==> config.mk <==
export PLATFORM = sky130hd
export DESIGN_NAME = acc_top
export DESIGN_NICKNAME = d
export VERILOG_FILES = /design/src/design/acc_pkg.sv /design/src/design/acc_top.sv
export SDC_FILE = /design/constraint.sdc
export NUM_CORES = 1
export LEC_CHECK = 0
export ABC_AREA = 1
export BUFFER_PORTS_ARGS = -buffer_cell sky130_fd_sc_hd__buf_4
export CAP_MARGIN = 5
export CORE_MARGIN = 4
export CORE_UTILIZATION = 33
export DETAILED_ROUTE_END_ITERATION = 16
export GPL_ROUTABILITY_DRIVEN = 0
export PLACE_DENSITY_LB_ADDON = 0.15
export SLEW_MARGIN = 25
export SYNTH_ARGS = -nofsm -noshare
export SYNTH_HDL_FRONTEND = slang
export SYNTH_SLANG_ARGS = --single-unit
==> constraint.sdc <==
create_clock -name i_clock -period 2.1 [get_ports i_clock]
set_input_delay 0.42 -clock i_clock [delete_from_list [all_inputs] [get_ports i_clock]]
set_output_delay 0.42 -clock i_clock [all_outputs]
set_load 0.02 [all_outputs]
==> src/design/acc_pkg.sv <==
// Purpose: Shared constants and types for the converter control block.
// Assumes: One 200 MHz clock; registers reached over AXI4-Lite.
// Notes:   Register indices times four give the byte addresses.

// ****************************************************************
// Package
// ****************************************************************
package acc_pkg;

	// Bus geometry.
	localparam int          ADDR_W      = 12;
	localparam int          DATA_W      = 32;
	localparam int          IDX_W       = 10;
	localparam logic [1:0]  RESP_OKAY   = 2'h0;
	localparam logic [1:0]  RESP_SLVERR = 2'h2;

	// Register indices; the byte address is four times the index.
	localparam logic [IDX_W-1:0] RESULT_IDX     = 10'h070;
	localparam logic [IDX_W-1:0] CSR_IDX        = 10'h071;
	localparam logic [IDX_W-1:0] IRQ_STATUS_IDX = 10'h074;
	localparam logic [IDX_W-1:0] IRQ_CLEAR_IDX  = 10'h075;
	localparam logic [IDX_W-1:0] IRQ_ENABLE_IDX = 10'h076;
	localparam logic [IDX_W-1:0] MODE_IDX       = 10'h077;

	// Reset values.
	localparam logic [7:0] RESULT_RESET = 8'h00;
	localparam logic [7:0] CSR_RESET    = 8'h00;
	localparam logic [1:0] IRQ_RESET    = 2'h0;

	// Interrupt status bit positions.
	localparam int IRQ_OVERRUN_BIT = 0;
	localparam int IRQ_SETTLED_BIT = 1;
	localparam int IRQ_BITS        = 2;

	// Mode status bit positions.
	localparam int MODE_SETTLING_BIT = 0;
	localparam int MODE_BUSY_BIT     = 1;
	localparam int MODE_WAIT_BIT     = 2;

	// Conversion timing in converter clock ticks (one tick is two CPU clocks).
	localparam int         NUM_INPUTS_DEFAULT = 16;
	localparam logic [3:0] SAMPLE_TICKS       = 4'h3;
	localparam logic [3:0] SAR_STEPS          = 4'h8;
	localparam logic [7:0] TRIAL_MSB          = 8'h80;
	localparam logic [2:0] TOP_BIT            = 3'h7;

	// Stabilisation time after halt wakeup.
	localparam int         CLK_MHZ         = 200;
	localparam int         SETTLE_TIME_NS  = 1000;
	localparam int         SETTLE_CYC_INT  = (SETTLE_TIME_NS * CLK_MHZ + 999) / 1000;
	localparam logic [7:0] SETTLE_LAST     = 8'(SETTLE_CYC_INT - 1);

	// Control/status register layout.
	typedef struct packed {
		logic       done;
		logic       rsv6;
		logic       on;
		logic       rsv4;
		logic [3:0] channel_select;
	} acc_csr_s;

	typedef enum logic [2:0] {
		ST_OFF,
		ST_SETTLE,
		ST_SAMPLE,
		ST_APPROX,
		ST_STORE
	} acc_state_e;

endpackage

==> src/design/acc_top.sv <==
// Purpose: Control of an 8-bit successive-approximation converter.
// Assumes: Inputs synchronous to i_clock; comparator settles within one tick.
// Notes:   Completion never raises the interrupt line; only overrun and
//          settle-done events do.
//
// Added by the designer: the AXI4-Lite register port.

`timescale 1ns/1ps

// ****************************************************************
// Top module
// ****************************************************************
module acc_top #(
	parameter int NUM_INPUTS = acc_pkg::NUM_INPUTS_DEFAULT
) (
	// Clock and reset.
	input  wire logic                        i_clock,
	input  wire logic                        i_rst,
	// AXI4-Lite write address and data.
	input  wire logic                        i_awvalid,
	output logic                             o_awready,
	input  wire logic [acc_pkg::ADDR_W-1:0]  i_awaddr,
	input  wire logic [2:0]                  i_awprot,
	input  wire logic                        i_wvalid,
	output logic                             o_wready,
	input  wire logic [acc_pkg::DATA_W-1:0]  i_wdata,
	input  wire logic [3:0]                  i_wstrb,
	// AXI4-Lite write response.
	output logic                             o_bvalid,
	input  wire logic                        i_bready,
	output logic [1:0]                       o_bresp,
	// AXI4-Lite read.
	input  wire logic                        i_arvalid,
	output logic                             o_arready,
	input  wire logic [acc_pkg::ADDR_W-1:0]  i_araddr,
	input  wire logic [2:0]                  i_arprot,
	output logic                             o_rvalid,
	input  wire logic                        i_rready,
	output logic [acc_pkg::DATA_W-1:0]       o_rdata,
	output logic [1:0]                       o_rresp,
	// Low-power mode indications.
	input  wire logic                        i_wait_mode,
	input  wire logic                        i_halt_mode,
	// Analog front end.
	input  wire logic                        i_comp_above,
	output logic                             o_sample_en,
	output logic [7:0]                       o_trial_word,
	output logic [3:0]                       o_channel_select,
	output logic [NUM_INPUTS-1:0]            o_analog_input_sel,
	// Interrupt.
	output logic                             o_irq
);

	// ****************************************************************
	// Bus slave state
	// ****************************************************************
	logic                            aw_held, next_aw_held;
	logic                            w_held, next_w_held;
	logic [acc_pkg::IDX_W-1:0]       aw_idx, next_aw_idx;
	logic [7:0]                      w_byte, next_w_byte;
	logic                            w_lane0, next_w_lane0;
	logic                            bvalid, next_bvalid;
	logic [1:0]                      bresp, next_bresp;
	logic                            rvalid, next_rvalid;
	logic [acc_pkg::DATA_W-1:0]      rdata, next_rdata;
	logic [1:0]                      rresp, next_rresp;

	// Converter state.
	acc_pkg::acc_state_e             state, next_state;
	acc_pkg::acc_csr_s               control_status_reg, next_csr;
	logic [7:0]                      result, next_result;
	logic [7:0]                      trial, next_trial;
	logic [3:0]                      tick_cnt, next_tick_cnt;
	logic [7:0]                      settle_cnt, next_settle_cnt;
	logic                            div, next_div;
	logic                            halt_q, next_halt_q;
	logic                            wait_q, next_wait_q;
	logic                            sample_en, next_sample_en;
	logic [acc_pkg::IRQ_BITS-1:0]    irq_status, next_irq_status;
	logic [acc_pkg::IRQ_BITS-1:0]    irq_enable, next_irq_enable;
	logic                            irq, next_irq;
	logic [NUM_INPUTS-1:0]           in_sel, next_in_sel;

	// Handshake pulses seen by the converter group.
	logic                            wr_do;
	logic                            ar_do;
	logic                            wr_ok;
	logic [acc_pkg::IDX_W-1:0]       ar_idx;

	assign wr_do  = aw_held & w_held & ~bvalid;
	assign wr_ok  = wr_do & w_lane0;
	// A read is taken only while ready is shown, so none slips in just after reset.
	assign ar_do  = i_arvalid & o_arready;
	assign ar_idx = i_araddr[acc_pkg::ADDR_W-1:2];

	// ****************************************************************
	// AXI4-Lite slave
	// ****************************************************************

	// Address and data are held separately so either may arrive first.
	always_comb begin
		next_aw_held = aw_held;
		next_w_held  = w_held;
		next_aw_idx  = aw_idx;
		next_w_byte  = w_byte;
		next_w_lane0 = w_lane0;
		next_bvalid  = bvalid;
		next_bresp   = bresp;
		next_rvalid  = rvalid;
		next_rdata   = rdata;
		next_rresp   = rresp;
		if (i_awvalid && o_awready) begin
			next_aw_held = 1'b1;
			next_aw_idx  = i_awaddr[acc_pkg::ADDR_W-1:2];
		end
		if (i_wvalid && o_wready) begin
			next_w_held  = 1'b1;
			next_w_byte  = i_wdata[7:0];
			next_w_lane0 = i_wstrb[0];
		end
		if (bvalid && i_bready) begin
			next_bvalid = 1'b0;
		end
		if (wr_do) begin
			next_aw_held = 1'b0;
			next_w_held  = 1'b0;
			next_bvalid  = 1'b1;
			unique case (aw_idx)
				acc_pkg::CSR_IDX, acc_pkg::IRQ_CLEAR_IDX,
				acc_pkg::IRQ_ENABLE_IDX: next_bresp = acc_pkg::RESP_OKAY;
				default:                 next_bresp = acc_pkg::RESP_SLVERR;
			endcase
		end
		if (rvalid && i_rready) begin
			next_rvalid = 1'b0;
		end
		if (ar_do) begin
			next_rvalid = 1'b1;
			next_rresp  = acc_pkg::RESP_OKAY;
			next_rdata  = '0;
			unique case (ar_idx)
				acc_pkg::RESULT_IDX:     next_rdata[7:0] = result;
				acc_pkg::CSR_IDX:        next_rdata[7:0] = control_status_reg;
				acc_pkg::IRQ_STATUS_IDX: next_rdata[acc_pkg::IRQ_BITS-1:0] = irq_status;
				acc_pkg::IRQ_ENABLE_IDX: next_rdata[acc_pkg::IRQ_BITS-1:0] = irq_enable;
				acc_pkg::IRQ_CLEAR_IDX:  next_rdata = '0;
				acc_pkg::MODE_IDX: begin
					next_rdata[acc_pkg::MODE_SETTLING_BIT] = (state == acc_pkg::ST_SETTLE);
					next_rdata[acc_pkg::MODE_BUSY_BIT]     = (state != acc_pkg::ST_OFF);
					next_rdata[acc_pkg::MODE_WAIT_BIT]     = wait_q;
				end
				default:                 next_rresp = acc_pkg::RESP_SLVERR;
			endcase
		end
	end

	// Bus registers; ready outputs reflect the free holding slots.
	always_ff @(posedge i_clock) begin
		if (i_rst) begin
			aw_held   <= 1'b0;
			w_held    <= 1'b0;
			aw_idx    <= '0;
			w_byte    <= 8'h00;
			w_lane0   <= 1'b0;
			bvalid    <= 1'b0;
			bresp     <= acc_pkg::RESP_OKAY;
			rvalid    <= 1'b0;
			rdata     <= '0;
			rresp     <= acc_pkg::RESP_OKAY;
			o_awready <= 1'b0;
			o_wready  <= 1'b0;
			o_arready <= 1'b0;
		end else begin
			aw_held   <= next_aw_held;
			w_held    <= next_w_held;
			aw_idx    <= next_aw_idx;
			w_byte    <= next_w_byte;
			w_lane0   <= next_w_lane0;
			bvalid    <= next_bvalid;
			bresp     <= next_bresp;
			rvalid    <= next_rvalid;
			rdata     <= next_rdata;
			rresp     <= next_rresp;
			o_awready <= ~next_aw_held;
			o_wready  <= ~next_w_held;
			o_arready <= ~next_rvalid;
		end
	end

	assign o_bvalid = bvalid;
	assign o_bresp  = bresp;
	assign o_rvalid = rvalid;
	assign o_rdata  = rdata;
	assign o_rresp  = rresp;

	// ****************************************************************
	// Converter sequencer and registers
	// ****************************************************************

	// Priority: halt, then a CONTROL_STATUS_REG write, then the running sequence.
	always_comb begin
		logic       tick;
		logic       clr_done;
		logic       set_done;
		logic [2:0] bit_pos;
		tick            = div;
		clr_done        = 1'b0;
		set_done        = 1'b0;
		bit_pos         = acc_pkg::TOP_BIT - tick_cnt[2:0];
		next_state      = state;
		next_csr        = control_status_reg;
		next_result     = result;
		next_trial      = trial;
		next_tick_cnt   = tick_cnt;
		next_settle_cnt = settle_cnt;
		next_div        = ~div;
		next_halt_q     = i_halt_mode;
		next_wait_q     = i_wait_mode;
		next_irq_status = irq_status;
		next_irq_enable = irq_enable;

		unique case (state)
			acc_pkg::ST_OFF: begin
			end
			acc_pkg::ST_SETTLE: begin
				next_settle_cnt = settle_cnt + 8'h01;
				if (settle_cnt == acc_pkg::SETTLE_LAST) begin
					next_state    = acc_pkg::ST_SAMPLE;
					next_tick_cnt = 4'h0;
					next_div      = 1'b0;
					next_irq_status[acc_pkg::IRQ_SETTLED_BIT] = 1'b1;
				end
			end
			acc_pkg::ST_SAMPLE: if (tick) begin
				next_tick_cnt = tick_cnt + 4'h1;
				if (tick_cnt == acc_pkg::SAMPLE_TICKS - 4'h1) begin
					next_state    = acc_pkg::ST_APPROX;
					next_tick_cnt = 4'h0;
					next_trial    = acc_pkg::TRIAL_MSB;
				end
			end
			acc_pkg::ST_APPROX: if (tick) begin
				next_trial[bit_pos] = i_comp_above;
				if (bit_pos != 3'h0) begin
					next_trial[bit_pos - 3'h1] = 1'b1;
				end
				next_tick_cnt = tick_cnt + 4'h1;
				if (tick_cnt == acc_pkg::SAR_STEPS - 4'h1) begin
					next_state = acc_pkg::ST_STORE;
				end
			end
			acc_pkg::ST_STORE: if (tick) begin
				next_result = trial;
				set_done    = 1'b1;
				if (control_status_reg.done) begin
					next_irq_status[acc_pkg::IRQ_OVERRUN_BIT] = 1'b1;
				end
				next_state    = acc_pkg::ST_SAMPLE;
				next_tick_cnt = 4'h0;
				next_trial    = 8'h00;
			end
		endcase

		if (ar_do && ar_idx == acc_pkg::RESULT_IDX) begin
			clr_done = 1'b1;
		end
		if (wr_ok && aw_idx == acc_pkg::IRQ_ENABLE_IDX) begin
			next_irq_enable = w_byte[acc_pkg::IRQ_BITS-1:0];
		end
		if (wr_ok && aw_idx == acc_pkg::IRQ_CLEAR_IDX) begin
			next_irq_status = next_irq_status & ~w_byte[acc_pkg::IRQ_BITS-1:0];
			if (state == acc_pkg::ST_SETTLE && settle_cnt == acc_pkg::SETTLE_LAST) begin
				next_irq_status[acc_pkg::IRQ_SETTLED_BIT] = 1'b1;
			end
			if (state == acc_pkg::ST_STORE && tick && control_status_reg.done) begin
				next_irq_status[acc_pkg::IRQ_OVERRUN_BIT] = 1'b1;
			end
		end
		if (wr_ok && aw_idx == acc_pkg::CSR_IDX) begin
			next_csr.on             = w_byte[5];
			next_csr.channel_select = w_byte[3:0];
			clr_done                = 1'b1;
			if (!w_byte[5]) begin
				next_state = acc_pkg::ST_OFF;
			end else if (state != acc_pkg::ST_SETTLE && !i_halt_mode) begin
				next_state    = acc_pkg::ST_SAMPLE;
				next_tick_cnt = 4'h0;
				next_trial    = 8'h00;
				next_div      = 1'b0;
				set_done      = 1'b0;
				next_result   = result;
			end
		end

		if (i_halt_mode) begin
			next_state = acc_pkg::ST_OFF;
			set_done   = 1'b0;
		end else if (halt_q && next_csr.on) begin
			next_state      = acc_pkg::ST_SETTLE;
			next_settle_cnt = 8'h00;
		end

		next_csr.done = (control_status_reg.done & ~clr_done) | set_done;
		next_csr.rsv6 = 1'b0;
		next_csr.rsv4 = 1'b0;
		next_sample_en = (next_state == acc_pkg::ST_SAMPLE);
		next_irq       = |(next_irq_status & next_irq_enable);
	end

	// one select line per implemented input.
	generate
		for (genvar g = 0; g < NUM_INPUTS; g++) begin : g_sel
			assign next_in_sel[g] = (next_csr.channel_select == 4'(g));
		end
	endgenerate

	always_ff @(posedge i_clock) begin
		if (i_rst) begin
			state      <= acc_pkg::ST_OFF;
			control_status_reg        <= acc_pkg::CSR_RESET;
			result     <= acc_pkg::RESULT_RESET;
			trial      <= 8'h00;
			tick_cnt   <= 4'h0;
			settle_cnt <= 8'h00;
			div        <= 1'b0;
			halt_q     <= 1'b0;
			wait_q     <= 1'b0;
			sample_en  <= 1'b0;
			irq_status <= acc_pkg::IRQ_RESET;
			irq_enable <= acc_pkg::IRQ_RESET;
			irq        <= 1'b0;
			in_sel     <= '0;
		end else begin
			state      <= next_state;
			control_status_reg        <= next_csr;
			result     <= next_result;
			trial      <= next_trial;
			tick_cnt   <= next_tick_cnt;
			settle_cnt <= next_settle_cnt;
			div        <= next_div;
			halt_q     <= next_halt_q;
			wait_q     <= next_wait_q;
			sample_en  <= next_sample_en;
			irq_status <= next_irq_status;
			irq_enable <= next_irq_enable;
			irq        <= next_irq;
			in_sel     <= next_in_sel;
		end
	end

	// Analog side sees only registered values to avoid glitches on the mux.
	assign o_sample_en        = sample_en;
	assign o_trial_word       = trial;
	assign o_channel_select   = control_status_reg.channel_select;
	assign o_analog_input_sel = in_sel;
	assign o_irq              = irq;

endmodule

**Yosys cells after proc, flatten, opt, wreduce, memory -nomap -nowiden**

Index checks and enable logic that the tools add are counted.

- Register bits: 100
- Bits of input ports: 76
- Output and inout port bits: 71
- Word-level logic and storage cells: 192

- $add $sub $neg: 4
- $lt $le $gt $ge: 4
- Equal/unequal tests: 34
- Mux-type cells: 80
- Bitwise logic cells: 16
- Reductions and logical operators: 23

Operators with widths:

| operator | number |
|---|---|
| 2-to-1 mux 8 bit | 16 |
| equality test 10 x 7 -> 1 bit (second input constant) | 9 |
| 2-to-1 mux 4 bit | 9 |
| 2-to-1 mux 3 bit | 11 |
| equality test 4 bit (second input constant) | 8 |
| 2-to-1 mux 1 bit | 31 |
| case mux 8 bit (3 select lines) | 1 |
| equality test 4 x 3 -> 1 bit (second input constant) | 5 |
| case mux 4 bit (4 select lines) | 1 |
| logical AND 1 bit | 15 |
| equality test 4 x 2 -> 1 bit (second input constant) | 3 |
| case mux 3 bit (4 select lines) | 1 |
| case mux 2 bit (5 select lines) | 1 |
| case mux 5 bit (2 select lines) | 1 |
| equality test 3 x 2 -> 1 bit (second input constant) | 3 |
| adder 8 x 1 -> 8 bit (second input constant) | 1 |
| bitwise mux 8 bit | 1 |
| equality test 8 bit (second input constant) | 1 |
| less-than comparator 3 x 4 -> 1 bit (second input constant) | 2 |
| 2-to-1 mux 2 bit | 4 |
| bitwise OR 8 bit | 1 |
| demux 1 bit (select 3 bit) | 2 |
| greater-or-equal comparator 3 x 1 -> 1 bit (second input constant) | 2 |
| NOT 1 bit | 6 |
| 20 further kinds | 26 |

**Depth between registers and ports, before layout**

Gate-level depths: netlist (run 1).

- Word-level depth: 13
- Gate-level depth with buffers: 11

**Worst setup path before layout (run 1)**

No wires, ideal clock.

- Path type: flip-flop to flip-flop
- From: reg tick_cnt[0]
- To: reg tick_cnt[3]
- Setup time: 113 ps
- Data arrival time: 1441 ps
- Setup slack: 546 ps
- Stages on the path, launching flop included: 11
- Path buffers: 1
- Period minus slack after synthesis: 1554 ps
- Path through: dfxtp_1 -> inv_1 -> clkbuf_1 -> ha_1 -> nand3_1 -> o21ai_1 -> nand2_1 -> a21oi_1 -> nand2_1 -> nand2_1 -> nor2_1

- Word-level cells in the longest chain between the ends: 7

Ends and longest elaborated chain:

| element | line | text |
|---|---|---|
| from (decl) | acc_top.sv:73 | `logic [3:0] tick_cnt, next_tick_cnt;` |
| from (signal assigned) | acc_top.sv:338 | `tick_cnt <= next_tick_cnt;` |
| adder 4 x 1 -> 4 bit / equality test 4 x 2 -> 1 bit (equally long branches) | acc_top.sv:235, acc_top.sv:247, acc_top.sv:236 |  |
| 2-to-1 mux 4 bit | acc_top.sv:236 | `if (tick_cnt == acc_pkg::SAMPLE_TICKS - 4'h1) begin` |
| 2-to-1 mux 4 bit | acc_top.sv:234 | `acc_pkg::ST_SAMPLE: if (tick) begin` |
| case mux 4 bit (4 select lines) * | acc_top.sv:222 | `unique case (state)` |
| 2-to-1 mux 4 bit | acc_top.sv:285 | `end else if (state != acc_pkg::ST_SETTLE && !i_halt_mode) begin` |
| 2-to-1 mux 4 bit | acc_top.sv:283 | `if (!w_byte[5]) begin` |
| 2-to-1 mux 4 bit * | acc_top.sv:279 | `if (wr_ok && aw_idx == acc_pkg::CSR_IDX) begin` |

Mark *: on every way between the ends. The rest lies on a longest branch, timed or not.
A chain may end at the register's enable or synchronous reset.

**Worst setup path after layout (run 1)**

- From: reg bvalid, in the netlist o_bvalid
- To: reg settle_cnt[7]

- Word-level cells in the longest chain between the ends: 8

Ends and longest elaborated chain:

| element | line | text |
|---|---|---|
| from (decl) | acc_top.sv:62 | `logic bvalid, next_bvalid;` |
| from (signal assigned) | acc_top.sv:179 | `bvalid <= next_bvalid;` |
| NOT 1 bit | acc_top.sv:90 | `assign wr_do = aw_held & w_held & ~bvalid;` |
| bitwise AND 1 bit | acc_top.sv:90 |  |
| bitwise AND 1 bit | acc_top.sv:91 | `assign wr_ok = wr_do & w_lane0;` |
| logical AND 1 bit | acc_top.sv:279 |  |
| 2-to-1 mux 1 bit | acc_top.sv:279 |  |
| logical AND 1 bit | acc_top.sv:298 | `end else if (halt_q && next_csr.on) begin` |
| 2-to-1 mux 8 bit | acc_top.sv:298 |  |
| 2-to-1 mux 8 bit | acc_top.sv:295 | `if (i_halt_mode) begin` |
| to (signal assigned) | acc_top.sv:339 | `settle_cnt <= next_settle_cnt;` |
| to (decl) | acc_top.sv:74 | `logic [7:0] settle_cnt, next_settle_cnt;` |

Every way passes these cells.

==> results.ini, run 1 <==
[worst_setup_path]
crit_slowest_cell = dfxtp_1
cp_max_fo = 8
path_buf_inv = 1
crit_path_max_incr_delay_ns = 0.31
cp_cell_sequence = inv_1 -> nand3_2 -> nor2_2 -> nand4_1 -> nand2_1 -> nand4_1 -> nand2_1 -> nor2_1
cp_top_family = simple AND/OR/NAND/NOR gates
required_ns = 2.33
cp-start-kind = flop
cp-end-kind = flop
crit_arrival_ns = 2.02
crit_type = reg2reg
r2r_slack_ns = 0.30

[placement]
dp.cells = 874
portBuffers = 80
postPlaceCellArea_mm2 = 0.00521
hpwl_mm = 8.58

[power]
p_int_uw = 2790
ir_drop_mv = 0.380
switching_share_pct = 24.9
leakage_uw = 0.00242
p_seq_share_pct = 50.2
comb_power_share_pct = 7.8
power_density_mw_per_mm2 = 678
clkPwrFrac_pct = 42.1
switching_power_uw = 929

[final_layout]
final_cell_mix = nand2_1 (113), nor2_1 (95), dfxtp_1 (95), buf_4 (90), inv_1 (66)
final_common_cell = nand2_1
largest_reg_flops = 16
fillers = 1456
stdcell_count = 890
drive_above_1_share_pct = 20.2
antenna_cells = 0
final_util_pct = 41.2
syn_to_final_growth_pct = 21.4
fin_nets = 790
fin_area_mm2 = 0.00549

[clock_network]
cts.sinks = 95
ctsHoldBuffers = 0
h-tree-depth = 3
clockBufferDepth = 2
path_clk_slew_ns = 0.07
cts_inserted_buffers = 9
post_cts_resized = 0
insertion_delay_ns = 0.34
cts-root-buf = clkbuf_16
cts_tree = done
post-cts-setup-buffers = 0

[flow_run]
max_cap_viol_count = 0

[logic_synthesis]
async_flop_share_pct = 0
ys_seq_area_share_pct = 42.0
synthCells = 630
ys_warn_count = 0
synthAdderAreaFrac_pct = 1.38
ys_ff_latch = 95
yosys.cell_types.count = 41
netlist_area_mm2 = 0.00452
synthSimpleGateAreaFrac_pct = 29.3
synth_edf_count = 0
synth_compound_area_share_pct = 13.2
synthXorXnorAreaFrac_pct = 0.968
synthFlopType = dfxtp_1
synth_top_family_by_area = simple AND/OR/NAND/NOR gates
syn_area_per_cell_um2 = 7.18
muxShareOfSynthArea_pct = 0.221

[sta]
max_freq_ghz = 0.556
fin_crit_ns = 1.80
rsz0062_at_grt = false
final.setup.tns_ns = 0
hold_viol = 0
min_period_over_period_pct = 85.6
skew_ns = 0.00863
slew_violations = 0
setup_viol = 0

[die]
num_rows = 42
io-pin-count = 147
die-area_mm2 = 0.0156
core-area_mm2 = 0.0133
fp.dieH_um = 125
floorplan.initialDensity_pct = 33.9
fp.dieW_um = 125

[detailed_routing]
first_pass_iters = 4
vias = 4034
wl_mm = 11.1
antenna_left = 0
drc = 0
drt-vias-per-instance = 4.53
drt_iter0_drc = 254
wl_per_cell_um = 12.5

[global_routing]
grt_pass1_vias = 3842
antenna_found_initial = 0
grt_use_total_pct = 14.1
grt_pass1_wl_mm = 18.5
grt_max_degree = 23
grt-ovfl-total = 0

[hold_path]
hp-class = in2reg

[status]
outcome = completed

## stage by stage
step | worst slack, ns | total power [uW] | hold WS [ns]
after CTS | 0.300 | 3760 | 0.302
after global routing | 0.118 | 3870 | 0.322
after floorplan | 0.546 | 2120 | 0.440
after global placement | 0.274 | 2200 | 0.452
after detailed placement | 0.268 | 2200 | 0.460
final | 0.301 | 3720 | 0.296
## final timing paths
kind / startpoint / to / cells after the start
setup / recovery: o_bvalid$_SDFFE_PP0P_ / settle_cnt[7]$_SDFF_PP0_ / 8
setup reg to reg: o_bvalid$_SDFFE_PP0P_ / settle_cnt[7]$_SDFF_PP0_ / 8
hold / removal: i_wait_mode / wait_q$_SDFF_PP0_ / 3
hold reg to reg: o_rdata[4]$_SDFFE_PP0P_ / o_rdata[4]$_SDFFE_PP0P_ / 2
## power by group through the flow
stage | Combinational [uW] | Clock, uW | Sequential [uW]
floorplan | 202 | 0 | 1920
global placement | 287 | 0 | 1910
detailed placement | 291 | 0 | 1910
CTS | 292 | 1600 | 1870
global route | 323 | 1680 | 1870
finish | 290 | 1570 | 1870
## tightest hold or removal path, stage by stage
cell	delay [ns]
buf_4	0.08
inv_1	0.03
nor2_1	0.07
## area by class of cell
class / instances / area (um^2) / area share (%)
Timing Repair Buffer: 90 / 676 / 12.3
Multi-Input combinational cell: 440 / 2140 / 38.9
Sequential cell: 95 / 1900 / 34.6
Clock buffer: 11 / 243 / 4.42
Clock inverter: 5 / 41.3 / 0.752
Inverter: 73 / 274 / 4.99
Tap cell: 176 / 220 / 4.01
## layer usage
layer	vias to the layer above	track usage, %	share of wire, %
met2	93	23.3	47
met5	-	0	0
met3	10	2.56	5.4
met4	0	4.78	1.3
li1	2121	-	-
met1	1810	18.6	46
## synthesized netlist by cell type, drive strengths merged, types with 4 or more instances
library cell	number	share of area [%]
xor2	4	0.77
nand2	119	11
nand3	33	3.8
inv	73	6.1
nand4	11	1.7
dfxtp	95	42
nor3	12	1.6
a21oi	42	4.7
ha	5	1.4
clkbuf	9	0.75
nor2	111	11
buf	38	6.0
o22ai	5	0.69
o21ai	56	6.4
## cell families after synthesis
group | Yosys count
multiplexers | 1
other | 1
adder cells (fa/ha/maj) | 5
AO/OA/AOI/OAI | 111
XOR/XNOR | 5
buffers and inverters | 120
AND/OR/NAND/NOR | 292
flip-flops | 95
Note: power is estimated with default switching activity, not from simulation.
==> inputs of run 2 (changes only) <==
- ABC_AREA: 1 -> unset
- CTS_CLUSTER_DIAMETER: unset -> 200
==> results.ini, run 2 <==
[status]
outcome = completed

[logic_synthesis]
yosys.cell_types.count = 57  ; +39%
yosysMostFrequentCell = dfxtp_1
synth_compound_area_share_pct = 15.9  ; +2.7 points
yosysTopAreaCell = dfxtp_1
synth.area.top_cells = dfxtp_1 (42%), a21oi_1 (6.4%), nand2_1 (6.0%)
ys_seq_area_share_pct = 42.2  ; +0.20 points
synthSimpleGateAreaFrac_pct = 25.7  ; -3.6 points
synthCells = 551  ; -13%
muxShareOfSynthArea_pct = 4.39  ; +4.2 points
synth_top_family_by_area = simple AND/OR/NAND/NOR gates
ys_warn_count = 0  ; unchanged
synthAdderAreaFrac_pct = 1.39  ; +0.0065 points
syn_area_per_cell_um2 = 8.17  ; +14%
synth_top_area_share_pct = 42.2  ; +0.20 points
async_flop_share_pct = 0  ; unchanged
synth_common_cells = dfxtp_1 (95), nand2_1 (72), nor2_1 (62)
synthXorXnorAreaFrac_pct = 1.36  ; +0.39 points
ys_ff_latch = 95  ; unchanged
synthFlopType = dfxtp_1
netlist_area_mm2 = 0.00450  ; -0.47%
synth_edf_count = 0  ; unchanged

[sta]
max_freq_ghz = 0.529  ; -4.8%
skew_ns = 0.00755  ; -0.00108 ns
rsz0062_at_grt = false
final.setup.tns_ns = 0  ; unchanged
hold_viol = 0  ; unchanged
min_period_over_period_pct = 90.0  ; +4.4 points
slew_violations = 0  ; unchanged
fin_crit_ns = 1.89  ; +0.0916 ns
setup_viol = 0  ; unchanged

[detailed_routing]
drt_iter0_drc = 246  ; -3.1%
first_pass_iters = 4  ; unchanged
wl_per_cell_um = 14.3  ; +14%
antenna_left = 0  ; unchanged
wl_mm = 11.6  ; +4.2%
drc = 0  ; unchanged
drt-vias-per-instance = 4.93  ; +8.7%
vias = 3997  ; -0.92%

[global_routing]
grt-ovfl-total = 0  ; unchanged
grt_pass1_vias = 3720  ; -3.2%
grt_pass1_wl_mm = 18.8  ; +1.7%
grt_use_total_pct = 14.7  ; +0.58 points
grt_max_degree = 37  ; +61%
antenna_found_initial = 0  ; unchanged

[worst_setup_path]
worstSetupStartpoint = aw_idx[3]$_SDFFE_PP0P_
r2r-start = aw_idx[3]$_SDFFE_PP0P_
crit_slowest_cell = dfxtp_1
cp_max_fo = 13  ; +5
crit_type = reg2reg
cp-end-kind = flop
cp-start-kind = flop
cp_cell_sequence = nor4b_4 -> buf_4 -> nand4_4 -> o31ai_4 -> buf_12 -> mux2i_1 -> nor2_1
required_ns = 2.33  ; about the same
crit_arrival_ns = 2.12  ; +0.10 ns
crit_path_max_incr_delay_ns = 0.34  ; +0.03 ns

[final_layout]
largest_reg_flops = 16  ; unchanged
stdcell_count = 811  ; -8.9%
final_common_cell = buf_4
antenna_cells = 0  ; unchanged
drive_above_1_share_pct = 21.4  ; +1.2 points
final_cell_mix = buf_4 (102), dfxtp_1 (95), nand2_1 (72), nor2_1 (62), a21oi_1 (58)
syn_to_final_growth_pct = 23.4
fin_nets = 711  ; -10%

[die]
core-area_mm2 = 0.0133  ; -0.39%
die-area_mm2 = 0.0156  ; -0.44%
floorplan.initialDensity_pct = 33.9  ; about the same
fp.dieW_um = 125  ; -0.22%
fp.dieH_um = 125  ; -0.22%
num_rows = 42  ; unchanged
io-pin-count = 147  ; unchanged

[clock_network]
cts_inserted_buffers = 9  ; unchanged
cts_tree = done
insertion_delay_ns = 0.35  ; about the same
ctsHoldBuffers = 0  ; unchanged
clockBufferDepth = 2  ; unchanged
cts.sinks = 95  ; unchanged
h-tree-depth = 3  ; unchanged
path_clk_slew_ns = 0.07  ; about the same
cts-root-buf = clkbuf_16

[flow_run]
max_cap_viol_count = 0  ; unchanged

[placement]
dp.cells = 794  ; -9.2%
portBuffers = 80  ; unchanged
hpwl_mm = 8.54  ; -0.42%

[power]
ir_drop_mv = 0.316  ; -17%
power_density_mw_per_mm2 = 677  ; about the same
leakage_uw = 0.00230  ; -5.0%

[hold_path]
hp-class = in2reg
min_from = i_wait_mode

## run 2: worst paths after layout
kind,end,slack (ns),depth (start not counted)
max,result[3]$_SDFFE_PP0P_,0.21,7
min,wait_q$_SDFF_PP0_,0.29,2
max reg2reg,result[3]$_SDFFE_PP0P_,0.21,7
min reg2reg,o_rdata[3]$_SDFFE_PP0P_,0.45,2
## run 2: final cells by class
class	count	area, um^2
Fill cell	1364	7740
Multi-Input combinational cell	407	2300
Sequential cell	95	1900
Timing Repair Buffer	103	786
Clock buffer	9	225
Tap cell	176	220
Clock inverter	7	73.8
Inverter	14	52.6
## run 2: worst max-delay path: cells and delay by family, from the launching register on
family | cells | cell delay [ns]
muxes | 1 | 0.18
AOI/OAI and AO/OA | 1 | 0.33
and+or+nand+nor | 3 | 0.56
DFF | 1 | 0.34
buffers and inverters | 2 | 0.35
## run 2: cell families (layout without fill, tap and decap cells)
family,count (synthesis),in the layout
xor+xnor,7,7
other cells,1,26
mux,19,19
simple gates,230,230
buf+inv,74,133
fa+ha+maj,5,5
compound gates,120,120
flops,95,95
## run 2: where the power goes
group | internal (uW) | leakage [uW] | switching, uW
Sequential | 1840 | 0.000770 | 32.7
Combinational | 102 | 0.00138 | 167
Clock | 845 | 0.000148 | 781
Total | 2780 | 0.00230 | 981
## run 2: metrics by stage
step / setup slack [ns] / total power [uW] / util, % / cell area (um^2) / hold WS (ns)
after global routing: 0.0111 / 3940 / 41.8 / 5560 / 0.312
after CTS: 0.0957 / 3820 / 41.7 / 5550 / 0.285
final: 0.210 / 3760 / 41.8 / 5560 / 0.294
after detailed placement: 0.117 / 2180 / 39.5 / 5250 / 0.444
after global placement: 0.160 / 2170 / 39.5 / 5250 / 0.438
after floorplan: 0.278 / 2110 / - / 4600 / 0.432
## run 2: routing by layer
metal,up-vias,share of wire [%],global-route usage (%)
li1,2020,-,-
met1,1824,46,19.4
met2,132,45,22.7
met3,21,6.5,3.99
met4,0,2.2,5.87
met5,-,0,0
## run 2: what timing repair did
item                                    in CTS  in global routing
resized for setup                            0                  2
endpoints found under the setup margin       0                 11
setup buffers                                0                  1
